$ cat src/core/rst_cause_pkg.sv
// constants for the reset cause and state logic
package rst_cause_pkg;
  // register indices (printed offsets not all multiples of four: byte address = 4 * index)
  localparam logic [7:0] IDX_PROGRAM_COUNTER_LOW = 8'h02;
  localparam logic [7:0] IDX_STATUS_FLAGS = 8'h03;
  localparam logic [7:0] IDX_RESET_CONTROL = 8'h08;
  localparam logic [7:0] IDX_EVENT_STATUS = 8'h09;
  localparam logic [7:0] IDX_EVENT_MASK = 8'h0a;
  localparam logic [7:0] IDX_RESET_CAUSE = 8'h0b;
  localparam int ADDR_W = 10;
  // status field positions
  localparam int BIT_PIN_CHANGE_WAKE = 7;
  localparam int BIT_TIMEOUT = 4;
  localparam int BIT_POWER_DOWN = 3;
  // reset values
  localparam logic [7:0] PCL_RESET_VALUE = 8'hff;
  localparam logic [7:0] STATUS_POR_VALUE = 8'h98;
  // reset_control fields
  localparam int BIT_BROWNOUT_ENABLE = 0;
  localparam int BIT_RC_MODE = 1;
  // delay timer figures
  localparam int DELAY_LONG_MS = 18;
  localparam int DELAY_SHORT_MS = 1;
  localparam int TICK_US = 100;
  localparam int CLK_HZ = 20000000;
  localparam int TICK_CYCLES = (TICK_US * (CLK_HZ / 1000000));
  localparam int DELAY_LONG_TICKS = DELAY_LONG_MS * 1000 / TICK_US;
  localparam int DELAY_SHORT_TICKS = DELAY_SHORT_MS * 1000 / TICK_US;
  // cause encoding (one-hot, also reported in reset_cause)
  localparam int NUM_CAUSES = 7;
  localparam int C_POR = 0;
  localparam int C_MASTER_CLEAR_PIN_RUN = 1;
  localparam int C_MASTER_CLEAR_PIN_WAKE = 2;
  localparam int C_WDT_RUN = 3;
  localparam int C_WDT_WAKE = 4;
  localparam int C_PIN_WAKE = 5;
  localparam int C_BROWNOUT = 6;
  typedef enum logic [2:0] {
    ST_HOLD = 3'b001,
    ST_DELAY = 3'b010,
    ST_RUN = 3'b100
  } seq_state_e;
endpackage

$ cat src/core/tick_divider.sv
// divider producing one-cycle tick pulses for the reset delay timer
`default_nettype none
module tick_divider
  import rst_cause_pkg::*;
#(
  parameter int DIV = TICK_CYCLES
) (
  // clock and reset
  input wire logic clk,
  input wire logic rst_b,
  // control
  input wire logic restart,
  output logic tick
);
  localparam int CW = $clog2(DIV + 1);
  logic [CW-1:0] cnt_r;
  wire last = (cnt_r == CW'(DIV - 1));
  always_ff @(posedge clk or negedge rst_b) begin
    if (!rst_b) begin
      cnt_r <= '0;
      tick <= 1'b0;
    end else begin
      cnt_r <= (restart || last) ? '0 : cnt_r + 1'b1;
      tick <= last && !restart;
    end
  end
endmodule
`default_nettype wire

$ cat src/core/reset_cause_and_state_logic.sv
// reset source handling, cause flags and reset delay sequencing
// Function
// - seven reset sources accepted: por, pin run/wake, watchdog run/wake, pin change, brownout.
// - reset-independent registers keep their value through every non power-on reset.
// - ordinary registers take reset values on power-on, pin or watchdog reset.
// - any wake from sleep restarts from the reset vector, not resuming.
// - status holds timeout bit 4, power-down bit 3, pin-change wake bit 7.
// - every reset loads counter low 0xff; power-on gives status 1001 1xxx.
// - pin reset while running clears status bits 6 and 5 only.
// - pin wake gives status 1001 0uuu.
// - watchdog reset while running gives status u000 1uuu.
// - watchdog wake gives status 1000 0uuu.
// - pin-change wake gives status 000u uuuu.
// - brownout clears bits 6 and 5; other bits undefined.
// - pin reset while running keeps timeout and power-down flags.
// - watchdog-clear instruction sets timeout and power-down flags.
// - delay timer holds core 18 ms; in rc mode 1 ms after first power-on.
// - every power-on reset forces the brownout enable off.
`default_nettype none
module reset_cause_and_state_logic
  import rst_cause_pkg::*;
#(
  parameter int LONG_TICKS = DELAY_LONG_TICKS,
  parameter int SHORT_TICKS = DELAY_SHORT_TICKS,
  parameter int TICK_DIV = TICK_CYCLES
) (
  // clock and power-on reset
  input wire logic clk,
  input wire logic rst_b,
  // reset requests
  input wire logic master_clear_pin_b,
  input wire logic watchdog_timeout,
  input wire logic pin_change_wake,
  input wire logic brownout_detect,
  input wire logic core_sleeping,
  input wire logic watchdog_clear_instruction,
  // core side
  output logic core_reset,
  output logic core_reset_pulse,
  output logic brownout_enable_bit,
  // register port
  input wire logic [ADDR_W-1:0] reg_addr,
  input wire logic [31:0] reg_wdata,
  input wire logic reg_write,
  input wire logic reg_read,
  output logic [31:0] reg_rdata,
  // interrupt
  output logic irq
);
  localparam int TW = $clog2(LONG_TICKS + 1);

  seq_state_e state_r, state_nxt;
  logic [TW-1:0] delay_r;
  logic [7:0] pcl_r;
  logic [7:0] status_r;
  logic [1:0] ctrl_r;
  logic [NUM_CAUSES-1:0] evt_r, mask_r, cause_r;
  logic por_done_r;
  logic tick;

  // register decode
  // byte addressed port, one register per word; misaligned accesses
  // select nothing, so writes drop and reads return zero
  wire word_ok = (reg_addr[1:0] == 2'b00);
  wire [7:0] idx = reg_addr[ADDR_W-1:2];
  wire sel_pcl = word_ok && (idx == IDX_PROGRAM_COUNTER_LOW);
  wire sel_status = word_ok && (idx == IDX_STATUS_FLAGS);
  wire sel_ctrl = word_ok && (idx == IDX_RESET_CONTROL);
  wire sel_evt = word_ok && (idx == IDX_EVENT_STATUS);
  wire sel_mask = word_ok && (idx == IDX_EVENT_MASK);
  wire sel_cause = word_ok && (idx == IDX_RESET_CAUSE);
  wire running = (state_r == ST_RUN);

  wire master_clear_pin_req = !master_clear_pin_b;
  wire bod_req = brownout_detect && ctrl_r[BIT_BROWNOUT_ENABLE];
  wire [NUM_CAUSES-1:0] req_vec;
  assign req_vec[C_POR] = 1'b0;
  assign req_vec[C_MASTER_CLEAR_PIN_RUN] = master_clear_pin_req && !core_sleeping;
  assign req_vec[C_MASTER_CLEAR_PIN_WAKE] = master_clear_pin_req && core_sleeping;
  assign req_vec[C_WDT_RUN] = watchdog_timeout && !core_sleeping;
  assign req_vec[C_WDT_WAKE] = watchdog_timeout && core_sleeping;
  assign req_vec[C_PIN_WAKE] = pin_change_wake && core_sleeping;
  assign req_vec[C_BROWNOUT] = bod_req;
  wire any_req = |req_vec;
  // only the first cycle of a request episode picks the cause
  // later requests inside the same hold only restart the delay, so a
  // bouncing pin cannot overwrite the cause software wants to see
  wire new_reset = any_req && running;

  // status rewrite per cause, priority brownout > pin > watchdog > pin change
  logic [7:0] status_cause;
  always_comb begin
    status_cause = status_r;
    if (req_vec[C_BROWNOUT]) begin
      status_cause[6:5] = 2'b00;
    end else if (req_vec[C_MASTER_CLEAR_PIN_WAKE]) begin
      status_cause[7:3] = 5'b10010;
    end else if (req_vec[C_MASTER_CLEAR_PIN_RUN]) begin
      status_cause[6:5] = 2'b00;
    end else if (req_vec[C_WDT_WAKE]) begin
      status_cause[7:3] = 5'b10000;
    end else if (req_vec[C_WDT_RUN]) begin
      status_cause[6:3] = 4'b0001;
    end else if (req_vec[C_PIN_WAKE]) begin
      status_cause[7:5] = 3'b000;
    end
  end
  // low bits stay as they were above

  wire [NUM_CAUSES-1:0] cause_pick;
  assign cause_pick[C_BROWNOUT] = req_vec[C_BROWNOUT];
  assign cause_pick[C_MASTER_CLEAR_PIN_WAKE] = req_vec[C_MASTER_CLEAR_PIN_WAKE] && !bod_req;
  assign cause_pick[C_MASTER_CLEAR_PIN_RUN] = req_vec[C_MASTER_CLEAR_PIN_RUN] && !bod_req;
  assign cause_pick[C_WDT_WAKE] = req_vec[C_WDT_WAKE] && !bod_req && !master_clear_pin_req;
  assign cause_pick[C_WDT_RUN] = req_vec[C_WDT_RUN] && !bod_req && !master_clear_pin_req;
  assign cause_pick[C_PIN_WAKE] = req_vec[C_PIN_WAKE] && !bod_req && !master_clear_pin_req && !watchdog_timeout;
  assign cause_pick[C_POR] = 1'b0;

  // delay length
  // short delay only once the first power-on delay has run out;
  // rc mode set before that still gets the long power-on delay
  wire [TW-1:0] delay_load = (ctrl_r[BIT_RC_MODE] && por_done_r) ? TW'(SHORT_TICKS) : TW'(LONG_TICKS);

  // sequencer
  // a request in delay goes back to hold, which reloads the counter:
  // a level that drops and returns restarts the full delay
  // hold while requested, then delay
  always_comb begin
    case (state_r)
      ST_HOLD: state_nxt = any_req ? ST_HOLD : ST_DELAY;
      ST_DELAY: state_nxt = any_req ? ST_HOLD : ((delay_r == '0) ? ST_RUN : ST_DELAY);
      ST_RUN: state_nxt = any_req ? ST_HOLD : ST_RUN;
      default: state_nxt = ST_HOLD;
    endcase
  end

  tick_divider #(
    .DIV(TICK_DIV)
  ) u_tick (
    .clk(clk),
    .rst_b(rst_b),
    .restart(state_r != ST_DELAY),
    .tick(tick)
  );

  always_ff @(posedge clk or negedge rst_b) begin
    if (!rst_b) begin
      state_r <= ST_HOLD;
    end else begin
      state_r <= state_nxt;
    end
  end

  // delay counter reloaded whenever a request re-enters hold
  always_ff @(posedge clk or negedge rst_b) begin
    if (!rst_b) begin
      delay_r <= TW'(LONG_TICKS);
    end else if (state_r != ST_DELAY) begin
      delay_r <= delay_load;
    end else if (tick && delay_r != '0) begin
      delay_r <= delay_r - 1'b1;
    end
  end

  // marks that the first power-on delay has finished
  always_ff @(posedge clk or negedge rst_b) begin
    if (!rst_b) begin
      por_done_r <= 1'b0;
    end else if (state_r == ST_DELAY && state_nxt == ST_RUN) begin
      por_done_r <= 1'b1;
    end
  end

  // core reset outputs; the pulse marks the first cycle of a new reset taken from run, not the release
  // wake requests reset the core like any other source
  always_ff @(posedge clk or negedge rst_b) begin
    if (!rst_b) begin
      core_reset <= 1'b1;
      core_reset_pulse <= 1'b0;
    end else begin
      core_reset <= (state_nxt != ST_RUN);
      core_reset_pulse <= new_reset;
    end
  end

  // counter low forced on every reset
  always_ff @(posedge clk or negedge rst_b) begin
    if (!rst_b) begin
      pcl_r <= PCL_RESET_VALUE;
    end else if (any_req || !running) begin
      pcl_r <= PCL_RESET_VALUE;
    end else if (reg_write && sel_pcl) begin
      pcl_r <= reg_wdata[7:0];
    end
  end

  always_ff @(posedge clk or negedge rst_b) begin
    if (!rst_b) begin
      status_r <= STATUS_POR_VALUE;
    end else if (new_reset) begin
      status_r <= status_cause;
    end else if (watchdog_clear_instruction && running) begin
      status_r[BIT_TIMEOUT] <= 1'b1;
      status_r[BIT_POWER_DOWN] <= 1'b1;
    end else if (reg_write && sel_status && running) begin
      // flags 7, 4, 3 are hardware owned
      status_r[6:5] <= reg_wdata[6:5];
      status_r[2:0] <= reg_wdata[2:0];
    end
  end

  // control register survives non power-on resets
  always_ff @(posedge clk or negedge rst_b) begin
    if (!rst_b) begin
      ctrl_r <= 2'b00;
    end else if (reg_write && sel_ctrl) begin
      ctrl_r <= reg_wdata[1:0];
    end
  end
  // control survives pin, watchdog and brownout resets on purpose:
  // a brownout must not switch its own detector off
  wire brownout_enable_bit_w;
  assign brownout_enable_bit_w = ctrl_r[BIT_BROWNOUT_ENABLE];

  always_ff @(posedge clk or negedge rst_b) begin
    if (!rst_b) begin
      brownout_enable_bit <= 1'b0;
    end else begin
      brownout_enable_bit <= brownout_enable_bit_w;
    end
  end

  // cause record and mask reset on power-on only; mask survives later resets, cause reloads on each reset taken from run
  always_ff @(posedge clk or negedge rst_b) begin
    if (!rst_b) begin
      cause_r <= NUM_CAUSES'(1);
      mask_r <= '0;
    end else begin
      if (new_reset) begin
        cause_r <= cause_pick;
      end
      if (reg_write && sel_mask) begin
        mask_r <= reg_wdata[NUM_CAUSES-1:0];
      end
    end
  end

  // sticky events; a read clears, a new event in that cycle wins
  wire [NUM_CAUSES-1:0] evt_set = new_reset ? cause_pick : '0;
  wire evt_clr = reg_read && sel_evt;
  always_ff @(posedge clk or negedge rst_b) begin
    if (!rst_b) begin
      evt_r <= NUM_CAUSES'(1);
    end else begin
      evt_r <= (evt_clr ? '0 : evt_r) | evt_set;
    end
  end

  always_ff @(posedge clk or negedge rst_b) begin
    if (!rst_b) begin
      irq <= 1'b0;
    end else begin
      irq <= |(evt_r & mask_r);
    end
  end

  // read mux, unmapped reads return zero
  // data zero outside the read cycle keeps the shared return bus quiet
  wire [31:0] rd_mux = sel_pcl ? {24'h000000, pcl_r} :
                       sel_status ? {24'h000000, status_r} :
                       sel_ctrl ? {30'h00000000, ctrl_r} :
                       sel_evt ? {25'h0000000, evt_r} :
                       sel_mask ? {25'h0000000, mask_r} :
                       sel_cause ? {25'h0000000, cause_r} : 32'h00000000;
  always_ff @(posedge clk or negedge rst_b) begin
    if (!rst_b) begin
      reg_rdata <= 32'h00000000;
    end else begin
      reg_rdata <= reg_read ? rd_mux : 32'h00000000;
    end
  end
endmodule
`default_nettype wire

$ cat config.mk
export PLATFORM = sky130hd
export DESIGN_NAME = reset_cause_and_state_logic
export DESIGN_NICKNAME = d
export VERILOG_FILES = /design/src/core/rst_cause_pkg.sv /design/src/core/tick_divider.sv /design/src/core/reset_cause_and_state_logic.sv
export SDC_FILE = /design/constraint.sdc
export NUM_CORES = 1
export LEC_CHECK = 0
export BUFFER_PORTS_ARGS = -buffer_cell sky130_fd_sc_hd__buf_2
export CAP_MARGIN = 20
export CORE_UTILIZATION = 30
export CTS_CLUSTER_DIAMETER = 30
export DETAILED_ROUTE_END_ITERATION = 12
export GPL_TIMING_DRIVEN = 0
export REMOVE_ABC_BUFFERS = 1
export SYNTH_ARGS = -nofsm -noshare
export SYNTH_HDL_FRONTEND = slang
export SYNTH_HIERARCHICAL = 1
export SYNTH_SLANG_ARGS = --single-unit
$ cat constraint.sdc
create_clock -name clk -period 2.52 [get_ports clk]
set_clock_uncertainty 0.15 [all_clocks]
set_input_delay 0.252 -clock clk [delete_from_list [all_inputs] [get_ports clk]]
set_output_delay 0.252 -clock clk [all_outputs]
set_load 0.03 [all_outputs]
* Word-level counts from Yosys, hierarchy flattened
Index checks and enable logic that the tools add are counted.
Storage, ports and cells: register bits after elaboration 75, output and inout bits 36, input port bits 52
Cells by class: eq/ne operators 20, add/subtract/negate cells 2, bitwise gates (word level) 5, mux-type cells 37, reduce and logical (&&, ||, !) cells 55
Operators by type and width (number):
- $mux 8 | 8
- $mux 7 | 7
- $logic_and 1x1->1 | 33
- $eq 8x4->1 const B | 4
- $mux 2 | 10
- $mux 3 | 6
- $eq 8x2->1 const B | 2
- $add 11x1->11 const B | 1
- $eq 11x11->1 const B | 1
- $mux 11 | 1
- $mux 5 | 2
- $pmux 3 s3 | 1
- $logic_not 8->1 | 1
- $reduce_bool 2->1 | 4
- $reduce_bool 8->1 | 1
- $sub 8x1->8 const B | 1
- $and 7x7->7 | 1
- $ne 7x7->1 const B | 1
- $or 7x7->7 | 1
- $reduce_or 7->1 | 1
- $eq 3x3->1 const B | 2
- $logic_not 1->1 | 6
- $ne 3x2->1 const B | 2
- $ne 3x3->1 const B | 2
- 14 further kinds | 20

* Logic depth before layout (Yosys ltp)
word-level depth 9, mapped depth 6

* Hierarchy
The synthesis kept the hierarchy.
By module, submodules not included:
- reset_cause_and_state_logic | sequential area each 1600.3 sq um, area each 3191.8 sq um, cells an instance 302, instances 1
- tick_divider | sequential area each 300.3 sq um, area each 600.6 sq um, cells an instance 58, instances 1

* Least setup slack after synthesis
Ideal clock, no wire load.
path type input-to-reg, start in reg_addr[9], end reg status_r[0], arrival 1.991 ns, cell stages on the path 6, setup slack 0.254 ns, required time 2.245 ns, cell sequence or4_1 -> buf_2 -> or3_1 -> buf_4 -> nor3_4 -> mux2_2
On the way: cells in the longest elaborated chain, start to end 5
RTL lines:
- start, declared | RTL line reset_cause_and_state_logic.sv:42 | input wire logic [ADDR_W-1:0] reg_addr,
- $eq 8x2->1 | RTL line reset_cause_and_state_logic.sv:67 | wire sel_status = word_ok && (idx == IDX_STATUS_FLAGS);
- $logic_and 1x1->1 | RTL line reset_cause_and_state_logic.sv:67
- $logic_and 1x1->1 (2 in a row) | RTL line reset_cause_and_state_logic.sv:205 | end else if (reg_write && sel_status && running) begin
- $reduce_and 3->1 (no source line)
- end signal, assigned | RTL line reset_cause_and_state_logic.sv:201 | status_r <= status_cause;
- end signal, assigned | RTL line reset_cause_and_state_logic.sv:208 | status_r[2:0] <= reg_wdata[2:0];
- end, declared | RTL line reset_cause_and_state_logic.sv:55 | logic [7:0] status_r;
Every way passes these cells. A chain may end at the register's enable or synchronous reset.

* Final worst setup path
start in reg_addr[9], end reg mask_r[1]
On the way: cells in the longest elaborated chain, start to end 3
RTL lines:
- $eq 8x4->1 | RTL line reset_cause_and_state_logic.sv:70 | wire sel_mask = word_ok && (idx == IDX_EVENT_MASK);
- $logic_and 1x1->1 | RTL line reset_cause_and_state_logic.sv:70
- $logic_and 1x1->1 | RTL line reset_cause_and_state_logic.sv:242 | if (reg_write && sel_mask) begin
- end signal, assigned | RTL line reset_cause_and_state_logic.sv:243 | mask_r <= reg_wdata[NUM_CAUSES-1:0];
- end, declared | RTL line reset_cause_and_state_logic.sv:57 | logic [NUM_CAUSES-1:0] evt_r, mask_r, cause_r;
Every way passes these cells.

==> out/qor.yml <==
clk_pin_slew_ps: 60
hold_violations: 0
wl_per_cell_um: 14.24
dieHeight_um: 114.4
syn_area_um2: 3792
grt_pass1_wl_mm: 13.81
rows: 40
async_reset_ff_frac: 1.000
place.gp.congestion: 0.7696
ir_drop_v: 0.0004988
io_buffers: 39
p_per_area_nw_per_um2: 642.7
fin_crit_sh: 0.9633
setup_viol: 0
via_count: 2807
crit_start: "reg_addr[9]"
ys_warn_count: 6
ys_seq_area_frac: 0.5012
relSlewSlack: 0.4308
core_area_um2: 12160
antenna_found_initial: 0
dp_slack_ps: -358.9
drive_gt1_frac: 0.2543
initial_core_util: 0.3118
reg2reg_to: "status_r[2]$_DFFE_PN0P_"
critPathLaunchType: "input pin"
slowest_stage: "nor3_1"
syn_area_per_cell_um2: 10.53
totalWireLength_mm: 8.215
maxSlewViolCount: 0
max_cap_viol_count: 0
drt-initial-drc-count: 147
rr_startpoint: "state_r[1]$_DFF_PN0_"
dieArea_um2: 13100
io_pins: 88
dp.final_hpwl_mm: 5.934
status: "complete, no violations"
cts_tree: "built"
crit_cells: 5
cp-end-kind: "register"
via_per_inst: 4.865
reg2regPathDepth: 5
rsz0062_at_grt: "false"
instances_no_fill: 577
period_minus_slack_ps: 2427
crit_path_end: "mask_r[1]$_DFFE_PN0P_"
cts_buffers: 9
nets: 458
cts.sinks: 75
hp-class: "input pin to register"
synth_cell_types: 61
tightest_slew_ps: 847.2
path_class: "input pin to register"
clkLatencyLatePin_ps: 330
ys_ff_latch: 75
grt_max_degree: 57
worstPathArrival_ps: 2490
cts-htree-levels: 3
syn2layout_area_growth_pct: 18.01
grt_pass1_vias: 2745
drt_pass1_iterations: 4
r2r_slack_ps: 230
syn-instance-count: 360
p_leak_uw: 0.002066
max_freq_mhz: 412.0
fillCellCount: 1201
ctsResizeCount: 0
ant_nets: 0
cts_root_buffer: "clkbuf_16"
crit_path_cell_trace: "buf_2, or4_1, nor3_1, and3_1, mux2_2"
setup-tns-final_ps: 0
cp_max_fo: 7
synth_enable_flop_cells: 0
critical_path_required_ps: 2580
final_util: 0.3680
drc: 0
n_antenna_cell: 0
overflow: 0
die_width_um: 114.4
crit_buf_inv: 1
setup_slack_ps: 92.53
synth_ff_type: "dfrtp_1"
clock_path_buffers: 2
slowest_delay_ps: 660
mostFrequentLayoutCell: "dfrtp_1"
cp_top_family: "simple AND/OR/NAND/NOR gates"
mostFrequentLayoutCells: "dfrtp_1 (56), buf_2 (38), a21oi_1 (26)"
track_usage: 0.1363
dp.cells: 557
## report_power, final
group | internal [uW] | switching, uW
combinational | 42.7 | 121
clock | 996 | 500
sequential | 1210 | 5.89
total | 2250 | 627
## logic make-up (layout without fill, tap and decap cells)
group                      Yosys count  count (layout)  synth area share
DFF                                 75              75            0.5012
xor gates and xnor gates             8               8           0.01847
and+or+nand+nor                    111             111            0.1637
buffers and inverters               49              75           0.07489
other                                1              24         0.0009888
adders and majority gates            2               2          0.006597
AOI/OAI and AO/OA                   90              90            0.1660
muxes                               24              24           0.06829
## metrics by stage
step	cell area, um2	total power (uW)	hold slack (ps)
after floorplan	3647	1320	-193.6
after global placement	4053	1392	311.8
after detailed placement	4090	1400	7.409
after CTS	4476	2922	2.770
after global routing	4476	2989	24.00
final	4476	2877	11.76
## flip-flops by register name, indices dropped and copies added, names as in the netlist, 2 cells and up
name and cells:
pcl_r 8, ctrl_r 2, reg_rdata 8, u_tick/cnt_r 11
mask_r 7, status_r 8, delay_r 8, state_r 3
evt_r 7, cause_r 7
## layout make-up
type | instances | area (um2) | area share
clock inverter | 6 | 111.4 | 0.02488
multi-input combinational | 259 | 1694 | 0.3785
sequential | 75 | 1901 | 0.4247
timing repair buffer | 45 | 267.8 | 0.05983
inverter | 14 | 52.55 | 0.01174
tap | 168 | 210.2 | 0.04697
clock buffer | 10 | 239.0 | 0.05340
## synthesized netlist by cell type (all sizes together) (8+ instances only)
| cell type | n | area share |
|---|---|---|
| a21o | 8 | 0.016 |
| dfstp | 19 | 0.13 |
| dfrtp | 56 | 0.37 |
| mux2 | 15 | 0.045 |
| nor2 | 21 | 0.021 |
| inv | 13 | 0.013 |
| o2bb2ai | 11 | 0.025 |
| nor3 | 13 | 0.021 |
| mux2i | 9 | 0.024 |
| nand2 | 21 | 0.021 |
| a21oi | 26 | 0.034 |
| buf | 29 | 0.055 |
| nand3 | 13 | 0.018 |
| o21ai | 15 | 0.020 |
## worst min path at each step
stage | from | end | slack (ps) | depth (start not counted)
2_1_floorplan | rst_b | brownout_enable_bit$_DFF_PN0_ | -190 | 0
3_3_place_gp | por_done_r$_DFFE_PN0P_ | por_done_r$_DFFE_PN0P_ | 310 | 1
3_5_place_dp | rst_b | status_r[2]$_DFFE_PN0P_ | 7 | 1
5_1_grt | reg_wdata[3] | pcl_r[3]$_DFFE_PN1P_ | 20 | 3
4_1_cts | reg_wdata[3] | pcl_r[3]$_DFFE_PN1P_ | 3 | 3
6_report | reg_wdata[3] | pcl_r[3]$_DFFE_PN1P_ | 10 | 3
## metal layers
metal | track usage | vias up | share of wire
met2 | 0.2202 | 64 | 0.48
li1 | - | 1347 | -
met3 | 0.03706 | 7 | 0.042
met4 | 0.03896 | 0 | 0.010
met1 | 0.1790 | 1389 | 0.46
met5 | 0 | - | 0
## timing repair
action,4_1_cts,5_1_grt
hold buffers,2,0
hold endpoints to repair,57,0
setup buffers,2,0
endpoints found under the setup margin,5,0
## worst min-delay path, delay by kind of cell
family | cells | cell delay [ps]
AOI/OAI and AO/OA | 2 | 120
buffers and inverters | 1 | 90
No activity file was read; power rests on OpenSTA's default activity.
